File: src/logic/cld_pkg.sv
// Shared constants, carriers and types of the character display decoder
package cld_pkg;

	// Clock and internal oscillator rates
	localparam int     CLK_HZ     = 50000000;
	localparam int     OSC_HZ     = 270000;
	localparam int     OSC_DIV    = CLK_HZ / OSC_HZ;
	localparam longint NS_PER_S   = 64'd1000000000;

	// Execution times at the nominal oscillator rate
	localparam longint T_CLEAR_NS = 64'd1530000;
	localparam longint T_INSTR_NS = 64'd39000;
	localparam longint T_DATA_NS  = 64'd43000;
	localparam int     TICK_W     = 9;

	function automatic logic [TICK_W-1:0] ns_to_ticks(input longint ns);
		return TICK_W'((ns * OSC_HZ + NS_PER_S - 64'd1) / NS_PER_S);
	endfunction : ns_to_ticks

	localparam logic [TICK_W-1:0] TK_CLEAR = ns_to_ticks(T_CLEAR_NS);
	localparam logic [TICK_W-1:0] TK_INSTR = ns_to_ticks(T_INSTR_NS);
	localparam logic [TICK_W-1:0] TK_DATA  = ns_to_ticks(T_DATA_NS);

	// Memory sizes and fixed codes
	localparam int          AC_W        = 7;
	localparam int          TEXT_DEPTH  = 128;
	localparam int          GLYPH_DEPTH = 64;
	localparam logic [7:0]  SPACE_CODE  = 8'h20;
	localparam logic [6:0]  AC_HOME     = 7'h00;
	localparam logic [6:0]  AC_LAST     = 7'h7F;
	localparam logic [6:0]  AC_STEP     = 7'h01;
	localparam logic [6:0]  SHIFT_HOME  = 7'h00;

	// Instruction field positions
	localparam int ENTRY_DIR_BIT = 1;
	localparam int ENTRY_SH_BIT  = 0;
	localparam int DISP_D_BIT    = 2;
	localparam int DISP_C_BIT    = 1;
	localparam int DISP_B_BIT    = 0;
	localparam int SHIFT_SC_BIT  = 3;
	localparam int SHIFT_RL_BIT  = 2;
	localparam int FUNC_DL_BIT   = 4;
	localparam int FUNC_N_BIT    = 3;
	localparam int FUNC_F_BIT    = 2;

	// Host pins as seen by the device
	typedef struct packed {
		logic       reg_select_line;
		logic       dir_select_line;
		logic       bus_strobe;
		logic [7:0] bus_lines;
	} cld_host_in_t;

	// Read data and its output enable
	typedef struct packed {
		logic [7:0] bus_lines;
		logic       bus_lines_oe;
	} cld_host_out_t;

	// Settings and position visible to the display side
	typedef struct packed {
		logic       display_on_bit;
		logic       cursor_on_bit;
		logic       blink_on_bit;
		logic       bus_width_sel;
		logic       line_count_sel;
		logic       font_height_sel;
		logic       step_direction;
		logic       follow_shift;
		logic [6:0] display_shift;
		logic [6:0] addr_counter;
	} cld_cfg_t;

	typedef enum {
		OP_NONE, OP_CLEAR, OP_HOME, OP_ENTRY, OP_DISP,
		OP_SHIFT, OP_FUNC, OP_GLYPH, OP_TEXT
	} cld_op_t;

	typedef struct packed {
		cld_cfg_t      cfg;
		logic          to_glyph;
		logic          strobe_prev;
		logic          half;
		logic [3:0]    hi_nib;
		logic [7:0]    instr_holding_reg;
		logic [7:0]    data_holding_reg;
		logic          ir_pend;
		logic          dr_pend;
		logic          rd_pend;
		cld_host_out_t out;
		logic          clearing;
		logic [6:0]    fill;
	} cld_state_t;

	localparam cld_cfg_t RST_CFG = '{
		display_on_bit:  1'b0,
		cursor_on_bit:   1'b0,
		blink_on_bit:    1'b0,
		bus_width_sel:   1'b1,
		line_count_sel:  1'b0,
		font_height_sel: 1'b0,
		step_direction:  1'b1,
		follow_shift:    1'b0,
		display_shift:   SHIFT_HOME,
		addr_counter:    AC_HOME
	};

	localparam cld_state_t RST_STATE = '{cfg: RST_CFG, default: '0};

	function automatic cld_op_t decode_op(input logic [7:0] b);
		if (b[7]) return OP_TEXT;
		if (b[6]) return OP_GLYPH;
		if (b[5]) return OP_FUNC;
		if (b[4]) return OP_SHIFT;
		if (b[3]) return OP_DISP;
		if (b[2]) return OP_ENTRY;
		if (b[1]) return OP_HOME;
		if (b[0]) return OP_CLEAR;
		return OP_NONE;
	endfunction : decode_op

	function automatic logic [6:0] step_ac(input logic [6:0] ac,
			input logic up);
		return up ? 7'(ac + AC_STEP) : 7'(ac - AC_STEP);
	endfunction : step_ac

endpackage : cld_pkg

File: src/logic/cld_busy_timer.sv
// Busy timer counting execution time in internal oscillator periods
`timescale 1ns/100ps
`default_nettype none
module cld_busy_timer #(
	parameter int OSC_DIV = cld_pkg::OSC_DIV,
	parameter int TICK_W  = cld_pkg::TICK_W
) (
	// Clock and reset
	input  wire logic              clk,
	input  wire logic              rst,
	// Start request with its length in oscillator periods
	input  wire logic              start,
	input  wire logic [TICK_W-1:0] ticks,
	// Running indication
	output var  logic              busy
);

	localparam int DIV_W = $clog2(OSC_DIV);

	typedef struct packed {
		logic [DIV_W-1:0]  div;
		logic [TICK_W-1:0] left;
	} cld_tmr_state_t;

	cld_tmr_state_t q;
	cld_tmr_state_t d;
	logic           osc_tick;

	// The divider restarts with each request, so the length is exact
	always_comb begin
		d = q;
		osc_tick = (q.div == DIV_W'(OSC_DIV - 1));
		if (start) begin
			d.div = '0;
			d.left = ticks;
		end else if (q.left != '0) begin
			if (osc_tick) begin
				d.div = '0;
				d.left = TICK_W'(q.left - 1'b1);
			end else begin
				d.div = DIV_W'(q.div + 1'b1);
			end
		end
	end

	always_ff @(posedge clk) begin
		if (rst) begin
			q <= '0;
		end else begin
			q <= d;
		end
	end

	assign busy = (q.left != '0);

	// Helper counting the busy length against the requested length
	logic [31:0]       run_cnt;
	logic [TICK_W-1:0] run_ticks;
	always_ff @(posedge clk) begin
		if (rst) begin
			run_cnt <= '0;
			run_ticks <= '0;
		end else if (start) begin
			run_cnt <= '0;
			run_ticks <= ticks;
		end else if (busy) begin
			run_cnt <= run_cnt + 32'd1;
		end
	end
endmodule : cld_busy_timer
`default_nettype wire

File: src/logic/cld_decoder.sv
// Instruction decoder and execution sequencer of the display controller
`timescale 1ns/100ps
`default_nettype none
// Functional notes
// - Clear fills text RAM with spaces, counter zero
// - Clear homes cursor and forces increment mode
// - Home zeroes counter, undoes shift, keeps text
// - Entry mode stores direction and follow shift
// - Display control stores display, cursor, blink
// - Shift moves cursor or display, text kept
// - Function set picks width, lines, glyph height
// - Glyph address load targets glyph RAM
// - Text address load targets text RAM
// - Status read gives busy and address counter
// - Data write stores into last addressed RAM
// - Data read returns addressed RAM byte
// - Counter steps by one after RAM access
// - Busy high during work; host polls it
// - Transfers captured into holding registers first
// - Busy lengths scale with the oscillator rate
// - Direction high increments, low decrements counter
// - Follow shift shifts display on text writes
// - Narrow mode sends bytes as two nibbles
// - Shift target selects cursor or display move
module cld_decoder #(
	parameter int OSC_DIV = cld_pkg::OSC_DIV
) (
	// Clock and reset
	input  wire logic                   clk,
	input  wire logic                   rst,
	// Host bus
	input  wire cld_pkg::cld_host_in_t  host_in,
	output var  cld_pkg::cld_host_out_t host_out,
	// Busy and display settings
	output var  logic                   busy_indicator,
	output var  cld_pkg::cld_cfg_t      cfg
);

	cld_pkg::cld_state_t  q;
	cld_pkg::cld_state_t  d;
	cld_pkg::cld_op_t     op;

	logic [7:0]           text_mem [cld_pkg::TEXT_DEPTH];
	logic [7:0]           glyph_mem [cld_pkg::GLYPH_DEPTH];

	logic                 tmr_busy;
	logic                 tmr_start;
	logic [cld_pkg::TICK_W-1:0] tmr_ticks;

	logic                 text_we;
	logic [6:0]           text_wa;
	logic [7:0]           text_wd;
	logic                 glyph_we;
	logic [7:0]           ram_rd;
	logic [7:0]           rd_byte;
	logic [7:0]           wr_byte;
	logic                 rise;
	logic                 fall;
	logic                 status_rd;
	logic                 full_step;

	cld_busy_timer #(
		.OSC_DIV (OSC_DIV),
		.TICK_W  (cld_pkg::TICK_W)
	) u_timer (
		.clk   (clk),
		.rst   (rst),
		.start (tmr_start),
		.ticks (tmr_ticks),
		.busy  (tmr_busy)
	);

	// Pending work counts as busy so the flag rises at acceptance
	assign busy_indicator = tmr_busy | q.ir_pend | q.dr_pend |
		q.rd_pend | q.clearing;

	assign op = cld_pkg::decode_op(q.instr_holding_reg);
	assign ram_rd = q.to_glyph ? glyph_mem[q.cfg.addr_counter[5:0]] :
		text_mem[q.cfg.addr_counter];

	always_comb begin
		d = q;
		tmr_start = 1'b0;
		tmr_ticks = cld_pkg::TK_INSTR;
		text_we = 1'b0;
		text_wa = q.cfg.addr_counter;
		text_wd = q.data_holding_reg;
		glyph_we = 1'b0;
		rd_byte = 8'h00;
		wr_byte = 8'h00;
		rise = ~q.strobe_prev & host_in.bus_strobe;
		fall = q.strobe_prev & ~host_in.bus_strobe;
		status_rd = ~host_in.reg_select_line & host_in.dir_select_line;
		full_step = q.cfg.bus_width_sel | q.half;
		d.strobe_prev = host_in.bus_strobe;
		d.ir_pend = 1'b0;
		d.dr_pend = 1'b0;
		d.rd_pend = 1'b0;
		d.out.bus_lines_oe = host_in.bus_strobe & host_in.dir_select_line;

		// Read data is latched at the strobe's rising edge
		if (rise & host_in.dir_select_line) begin
			rd_byte = status_rd ? {busy_indicator, q.cfg.addr_counter} :
				ram_rd;
			d.out.bus_lines = full_step & ~q.cfg.bus_width_sel ?
				{rd_byte[3:0], 4'h0} :
				(q.cfg.bus_width_sel ? rd_byte : {rd_byte[7:4], 4'h0});
		end

		// Transfers other than a status read are ignored while busy
		if (fall & (status_rd | ~busy_indicator)) begin
			if (host_in.dir_select_line) begin
				if (full_step) begin
					d.half = 1'b0;
					d.rd_pend = host_in.reg_select_line;
				end else begin
					d.half = 1'b1;
				end
			end else if (full_step) begin
				wr_byte = q.cfg.bus_width_sel ? host_in.bus_lines :
					{q.hi_nib, host_in.bus_lines[7:4]};
				d.half = 1'b0;
				if (host_in.reg_select_line) begin
					d.data_holding_reg = wr_byte;
					d.dr_pend = 1'b1;
				end else begin
					d.instr_holding_reg = wr_byte;
					d.ir_pend = 1'b1;
				end
			end else begin
				d.hi_nib = host_in.bus_lines[7:4];
				d.half = 1'b1;
			end
		end

		// Instruction execution from the holding register
		if (q.ir_pend) begin
			tmr_start = (op != cld_pkg::OP_NONE);
			case (op)
				cld_pkg::OP_CLEAR: begin
					tmr_ticks = cld_pkg::TK_CLEAR;
					d.clearing = 1'b1;
					d.fill = cld_pkg::AC_HOME;
					d.cfg.addr_counter = cld_pkg::AC_HOME;
					d.cfg.display_shift = cld_pkg::SHIFT_HOME;
					d.cfg.step_direction = 1'b1;
					d.to_glyph = 1'b0;
				end
				cld_pkg::OP_HOME: begin
					tmr_ticks = cld_pkg::TK_CLEAR;
					d.cfg.addr_counter = cld_pkg::AC_HOME;
					d.cfg.display_shift = cld_pkg::SHIFT_HOME;
					d.to_glyph = 1'b0;
				end
				cld_pkg::OP_ENTRY: begin
					d.cfg.step_direction =
						q.instr_holding_reg[cld_pkg::ENTRY_DIR_BIT];
					d.cfg.follow_shift =
						q.instr_holding_reg[cld_pkg::ENTRY_SH_BIT];
				end
				cld_pkg::OP_DISP: begin
					d.cfg.display_on_bit =
						q.instr_holding_reg[cld_pkg::DISP_D_BIT];
					d.cfg.cursor_on_bit =
						q.instr_holding_reg[cld_pkg::DISP_C_BIT];
					d.cfg.blink_on_bit =
						q.instr_holding_reg[cld_pkg::DISP_B_BIT];
				end
				cld_pkg::OP_SHIFT: begin
					// Display shift leaves the counter alone
					if (q.instr_holding_reg[cld_pkg::SHIFT_SC_BIT]) begin
						d.cfg.display_shift = cld_pkg::step_ac(
							q.cfg.display_shift,
							~q.instr_holding_reg[cld_pkg::SHIFT_RL_BIT]);
					end else begin
						d.cfg.addr_counter = cld_pkg::step_ac(
							q.cfg.addr_counter,
							q.instr_holding_reg[cld_pkg::SHIFT_RL_BIT]);
					end
				end
				cld_pkg::OP_FUNC: begin
					d.cfg.bus_width_sel =
						q.instr_holding_reg[cld_pkg::FUNC_DL_BIT];
					d.cfg.line_count_sel =
						q.instr_holding_reg[cld_pkg::FUNC_N_BIT];
					d.cfg.font_height_sel =
						q.instr_holding_reg[cld_pkg::FUNC_F_BIT];
					d.half = 1'b0;
				end
				cld_pkg::OP_GLYPH: begin
					d.to_glyph = 1'b1;
					d.cfg.addr_counter =
						{1'b0, q.instr_holding_reg[5:0]};
				end
				cld_pkg::OP_TEXT: begin
					d.to_glyph = 1'b0;
					d.cfg.addr_counter = q.instr_holding_reg[6:0];
				end
				default: begin
					tmr_start = 1'b0;
				end
			endcase
		end

		// Data write into whichever RAM was last addressed
		if (q.dr_pend) begin
			tmr_start = 1'b1;
			tmr_ticks = cld_pkg::TK_DATA;
			text_we = ~q.to_glyph;
			glyph_we = q.to_glyph;
			d.cfg.addr_counter = cld_pkg::step_ac(q.cfg.addr_counter,
				q.cfg.step_direction);
			if (~q.to_glyph & q.cfg.follow_shift) begin
				// High direction shifts the picture left
				d.cfg.display_shift = cld_pkg::step_ac(
					q.cfg.display_shift, q.cfg.step_direction);
			end
		end

		// Data read steps the counter and starts the data busy time
		if (q.rd_pend) begin
			tmr_start = 1'b1;
			tmr_ticks = cld_pkg::TK_DATA;
			d.cfg.addr_counter = cld_pkg::step_ac(q.cfg.addr_counter,
				q.cfg.step_direction);
		end

		// One location per clock; far shorter than the busy time
		if (q.clearing) begin
			text_we = 1'b1;
			text_wa = q.fill;
			text_wd = cld_pkg::SPACE_CODE;
			d.fill = 7'(q.fill + cld_pkg::AC_STEP);
			d.clearing = (q.fill != cld_pkg::AC_LAST);
		end
	end

	always_ff @(posedge clk) begin
		if (rst) begin
			q <= cld_pkg::RST_STATE;
		end else begin
			q <= d;
		end
	end

	// RAM contents are not reset
	always_ff @(posedge clk) begin
		if (text_we) begin
			text_mem[text_wa] <= text_wd;
		end
		if (glyph_we) begin
			glyph_mem[q.cfg.addr_counter[5:0]] <= q.data_holding_reg;
		end
	end

	assign host_out = q.out;
	assign cfg = q.cfg;
endmodule : cld_decoder
`default_nettype wire

File: config.mk
export PLATFORM = sky130hd
export DESIGN_NAME = cld_decoder
export DESIGN_NICKNAME = d
export VERILOG_FILES = /design/src/logic/cld_pkg.sv /design/src/logic/cld_busy_timer.sv /design/src/logic/cld_decoder.sv
export SDC_FILE = /design/constraint.sdc
export NUM_CORES = 2
export LEC_CHECK = 0
export BUFFER_PORTS_ARGS = -buffer_cell sky130_fd_sc_hd__buf_4
export CORE_MARGIN = 4
export CORE_UTILIZATION = 45
export DETAILED_ROUTE_END_ITERATION = 10
export HOLD_SLACK_MARGIN = 0.15
export PLACE_DENSITY = 0.6
export REMOVE_ABC_BUFFERS = 1
export SLEW_MARGIN = 5
export SYNTH_ARGS = -nofsm -noshare
export SYNTH_HDL_FRONTEND = slang
export SYNTH_SLANG_ARGS = --single-unit
export TNS_END_PERCENT = 100
File: constraint.sdc
create_clock -name clk -period 14.6 [get_ports clk]
set_input_delay 2.92 -clock clk [delete_from_list [all_inputs] [get_ports clk]]
set_output_delay 2.92 -clock clk [all_outputs]
set_load 0.03 [all_outputs]
==> metrics.cfg <==
[die]
die_w_um=388
row_count=139
die_y_um=388
core_mm2=0.143
start_util_pct=45.3
io_pins=45
dieArea_mm2=0.151

[logic_synthesis]
syn-instance-count=3406
yosysWarningCount=0
yosys_register_bits=1625
synth_ff_type=edfxtp_1
avgSynthCellArea_um2=19.1
synth_seq_area_share_pct=73.7
async_flop_share_pct=0
synth_edf_count=1536
syn_area_mm2=0.0650
ys_types=86

[critical_path]
arrival_ps=2740
path_class=reg2out
cp-start-kind=register
cp.required_ps=11680
endpoint_kind=output port
cp_max_fo=9

[grt]
overflow=0
grt_pass1_wl_mm=250
antenna_found_initial=5
grt_use_total_pct=22.9
grt_pass1_vias=33800
grt_max_degree=99

[timing]
max_freq_mhz=177
worst_clock_skew_ps=41.8
rsz0062_at_grt=false
setup_viol=0
maxSlewViolCount=0
fin_setup_tns_ps=0
whs_ps=500
finalCritPeriodShare_pct=38.8
worst_slew_margin_rel_pct=17.0
worstMarginPinSlew_ps=1240
period_needed_ps=5660
hold_viol=0

[clock_tree]
cts_tree=built
cts_setup_buffers=0
clock_sinks=1625
insertion_delay_ps=810
cts_hold_buffers=0
cts_buffer_depth=3
cts_resized=0
cts_buffers=165
cts.reportedPaths.clkPinSlew_ps=60
cts_max_level=4
root_buffer=clkbuf_16

[cells_and_area]
nNetsFinal=3495
design_area_mm2=0.0722
drive_gt1_share_pct=22.4
fillers=11500
layoutNonFillerInstCount=5501
area_delta_synth_final_pct=11.0

[pwr]
pwr-share-comb_pct=1.7
leakage_nw=22.0
swShare_pct=20.3
switchingPower_mw=1.90
finalPower_mw=9.34
clockPowerShare_pct=44.1
cellPowerDensity_mw_per_mm2=129
pwr-share-seq_pct=54.2
internal_power_mw=7.45
ir_drop_mv=0.0857

[status]
status=finished, final reports clean

[placement]
place_area_mm2=0.0669
dp_hpwl_mm=107
gp_congestion=0.879
io_buffer_count=44
post-place-cells=5210

[route]
wirelength_mm=173
antenna_left=0
wl_per_cell_um=31.4
firstDrtPassIters=6
vias=34000
drt-initial-drc-count=4313
drc_errors=0
vias_per_cell=6.18

[run]
maxCapViolations=0

[worst_hold_path]
holdCritPathClass=reg2reg

power by group through the flow:
stage | registers [mW] | logic (mW) | clock network [mW]
3_3_place_gp | 5.16 | 0.162 | 0
3_5_place_dp | 5.16 | 0.164 | 0
6_report | 5.06 | 0.163 | 4.12
4_1_cts | 5.06 | 0.164 | 4.18
2_1_floorplan | 5.18 | 0.119 | 0
5_1_grt | 5.06 | 0.175 | 4.40
cell type report:
cell class	instances	area, µm²	area share, %
antenna	1	2.50	0.00347
clock buffer	204	4310	5.97
clock inverter	86	918	1.27
inverter	22	82.6	0.114
multi-input combinational	1539	15600	21.6
sequential	1625	47900	66.4
tap	1903	2380	3.30
timing repair buffer	121	971	1.35
flip-flops by register name, summed over array words and instances, names as in the netlist, named ones only:
signal     count
text_mem    1024
host_out       9
cfg           22
u_timer.q     17
q             34
glyph_mem    512
final timing paths:
kind | startpoint | end | slack (ps) | cells past startpoint
setup / recovery | u_timer.q[0]$_SDFFE_PP0P_ | busy_indicator | 8940 | 6
hold reg to reg | q[36]$_SDFFE_PP0P_ | q[36]$_SDFFE_PP0P_ | 500 | 2
hold / removal | q[36]$_SDFFE_PP0P_ | q[36]$_SDFFE_PP0P_ | 500 | 2
setup reg to reg | register | host_out[6]$_SDFFE_PP0P_ | 9820 | 10
cell usage after synthesis, types with 12 or more instances:
| cell | count | share of area, % |
|---|---|---|
| nand3_1 | 48 | 0.37 |
| o22ai_1 | 36 | 0.35 |
| a22oi_1 | 30 | 0.35 |
| buf_6 | 35 | 0.61 |
| a21oi_1 | 59 | 0.45 |
| nand2_1 | 148 | 0.85 |
| inv_1 | 18 | 0.10 |
| nor2b_1 | 25 | 0.24 |
| a211oi_1 | 36 | 0.42 |
| buf_2 | 26 | 0.20 |
| o21ai_0 | 54 | 0.42 |
| a221oi_1 | 17 | 0.23 |
| nand4_1 | 12 | 0.12 |
| mux2_2 | 17 | 0.29 |
| a22o_1 | 12 | 0.16 |
| nor3_1 | 38 | 0.29 |
| nor2_1 | 302 | 1.7 |
| dfxtp_1 | 89 | 2.7 |
| buf_4 | 61 | 0.70 |
| edfxtp_1 | 1536 | 71 |
| nand2b_1 | 12 | 0.12 |
| mux4_2 | 384 | 13 |
| a31oi_1 | 17 | 0.16 |
| mux2i_1 | 86 | 1.3 |
| o221ai_1 | 22 | 0.30 |
| clkbuf_1 | 77 | 0.44 |
cell usage in the layout, fill, tap and decap left out, drive strengths merged, types with 8 or more instances in the layout:
cell / synthesis / layout
and3: 14 / 14
buf: 142 / 121
a22oi: 30 / 30
nand3b: 8 / 8
mux4: 384 / 384
inv: 20 / 27
nor4: 12 / 12
a31oi: 17 / 17
nor2: 305 / 305
o221ai: 22 / 22
mux2: 17 / 17
a21oi: 60 / 60
a211oi: 39 / 39
dfxtp: 89 / 89
nor2b: 25 / 25
mux2i: 86 / 86
a22o: 12 / 12
nor3: 39 / 39
nand4: 13 / 13
or3: 12 / 12
a221oi: 17 / 17
edfxtp: 1536 / 1536
o31ai: 9 / 9
xor2: 10 / 10
clkbuf: 78 / 204
ha: 8 / 8
bufinv: 0 / 13
o21ai: 58 / 58
nand2: 148 / 148
or2: 8 / 8
o22ai: 36 / 36
nand2b: 12 / 12
xnor2: 11 / 11
nand3: 48 / 48
clkinv: 2 / 63
worst max-delay path, stage by stage (launching register included):
cell     delay [ps]
dfxtp_1         330
inv_1            60
ha_1            190
nor3b_4         320
nand4_4         210
or4_4           630
buf_4           210
metal layers:
layer | GRT usage [%] | wire [µm] | share of wire (%) | vias to the layer above
met2 | 35.0 | 80700 | 47 | 1682
met3 | 5.18 | 15400 | 8.9 | 331
met4 | 7.87 | 6150 | 3.6 | 2
met1 | 32.8 | 70400 | 41 | 17900
li1 | - | - | - | 14000
met5 | 0 | 13 | 0.0075 | -
logic make-up (layout without fill, tap and decap cells):
| kind of cell | count (synthesis) | count (layout) | synth area share [%] |
|---|---|---|---|
| flops | 1625 | 1625 | 73.7 |
| simple gates | 660 | 660 | 4.59 |
| mux | 487 | 487 | 14.9 |
| compound gates | 363 | 363 | 3.88 |
| buf+inv | 242 | 433 | 2.47 |
| xor+xnor | 21 | 21 | 0.283 |
| fa+ha+maj | 8 | 8 | 0.154 |
| other cells | 0 | 1 | 0 |
through the flow:
step	util, %	setup slack (ps)
global placement	46.6	9770
detailed placement	46.6	9760
global route	50.3	8790
CTS	50.3	8900
floorplan	-	-3490
finish	50.3	8940
Note: power is estimated with default switching activity, not from simulation.
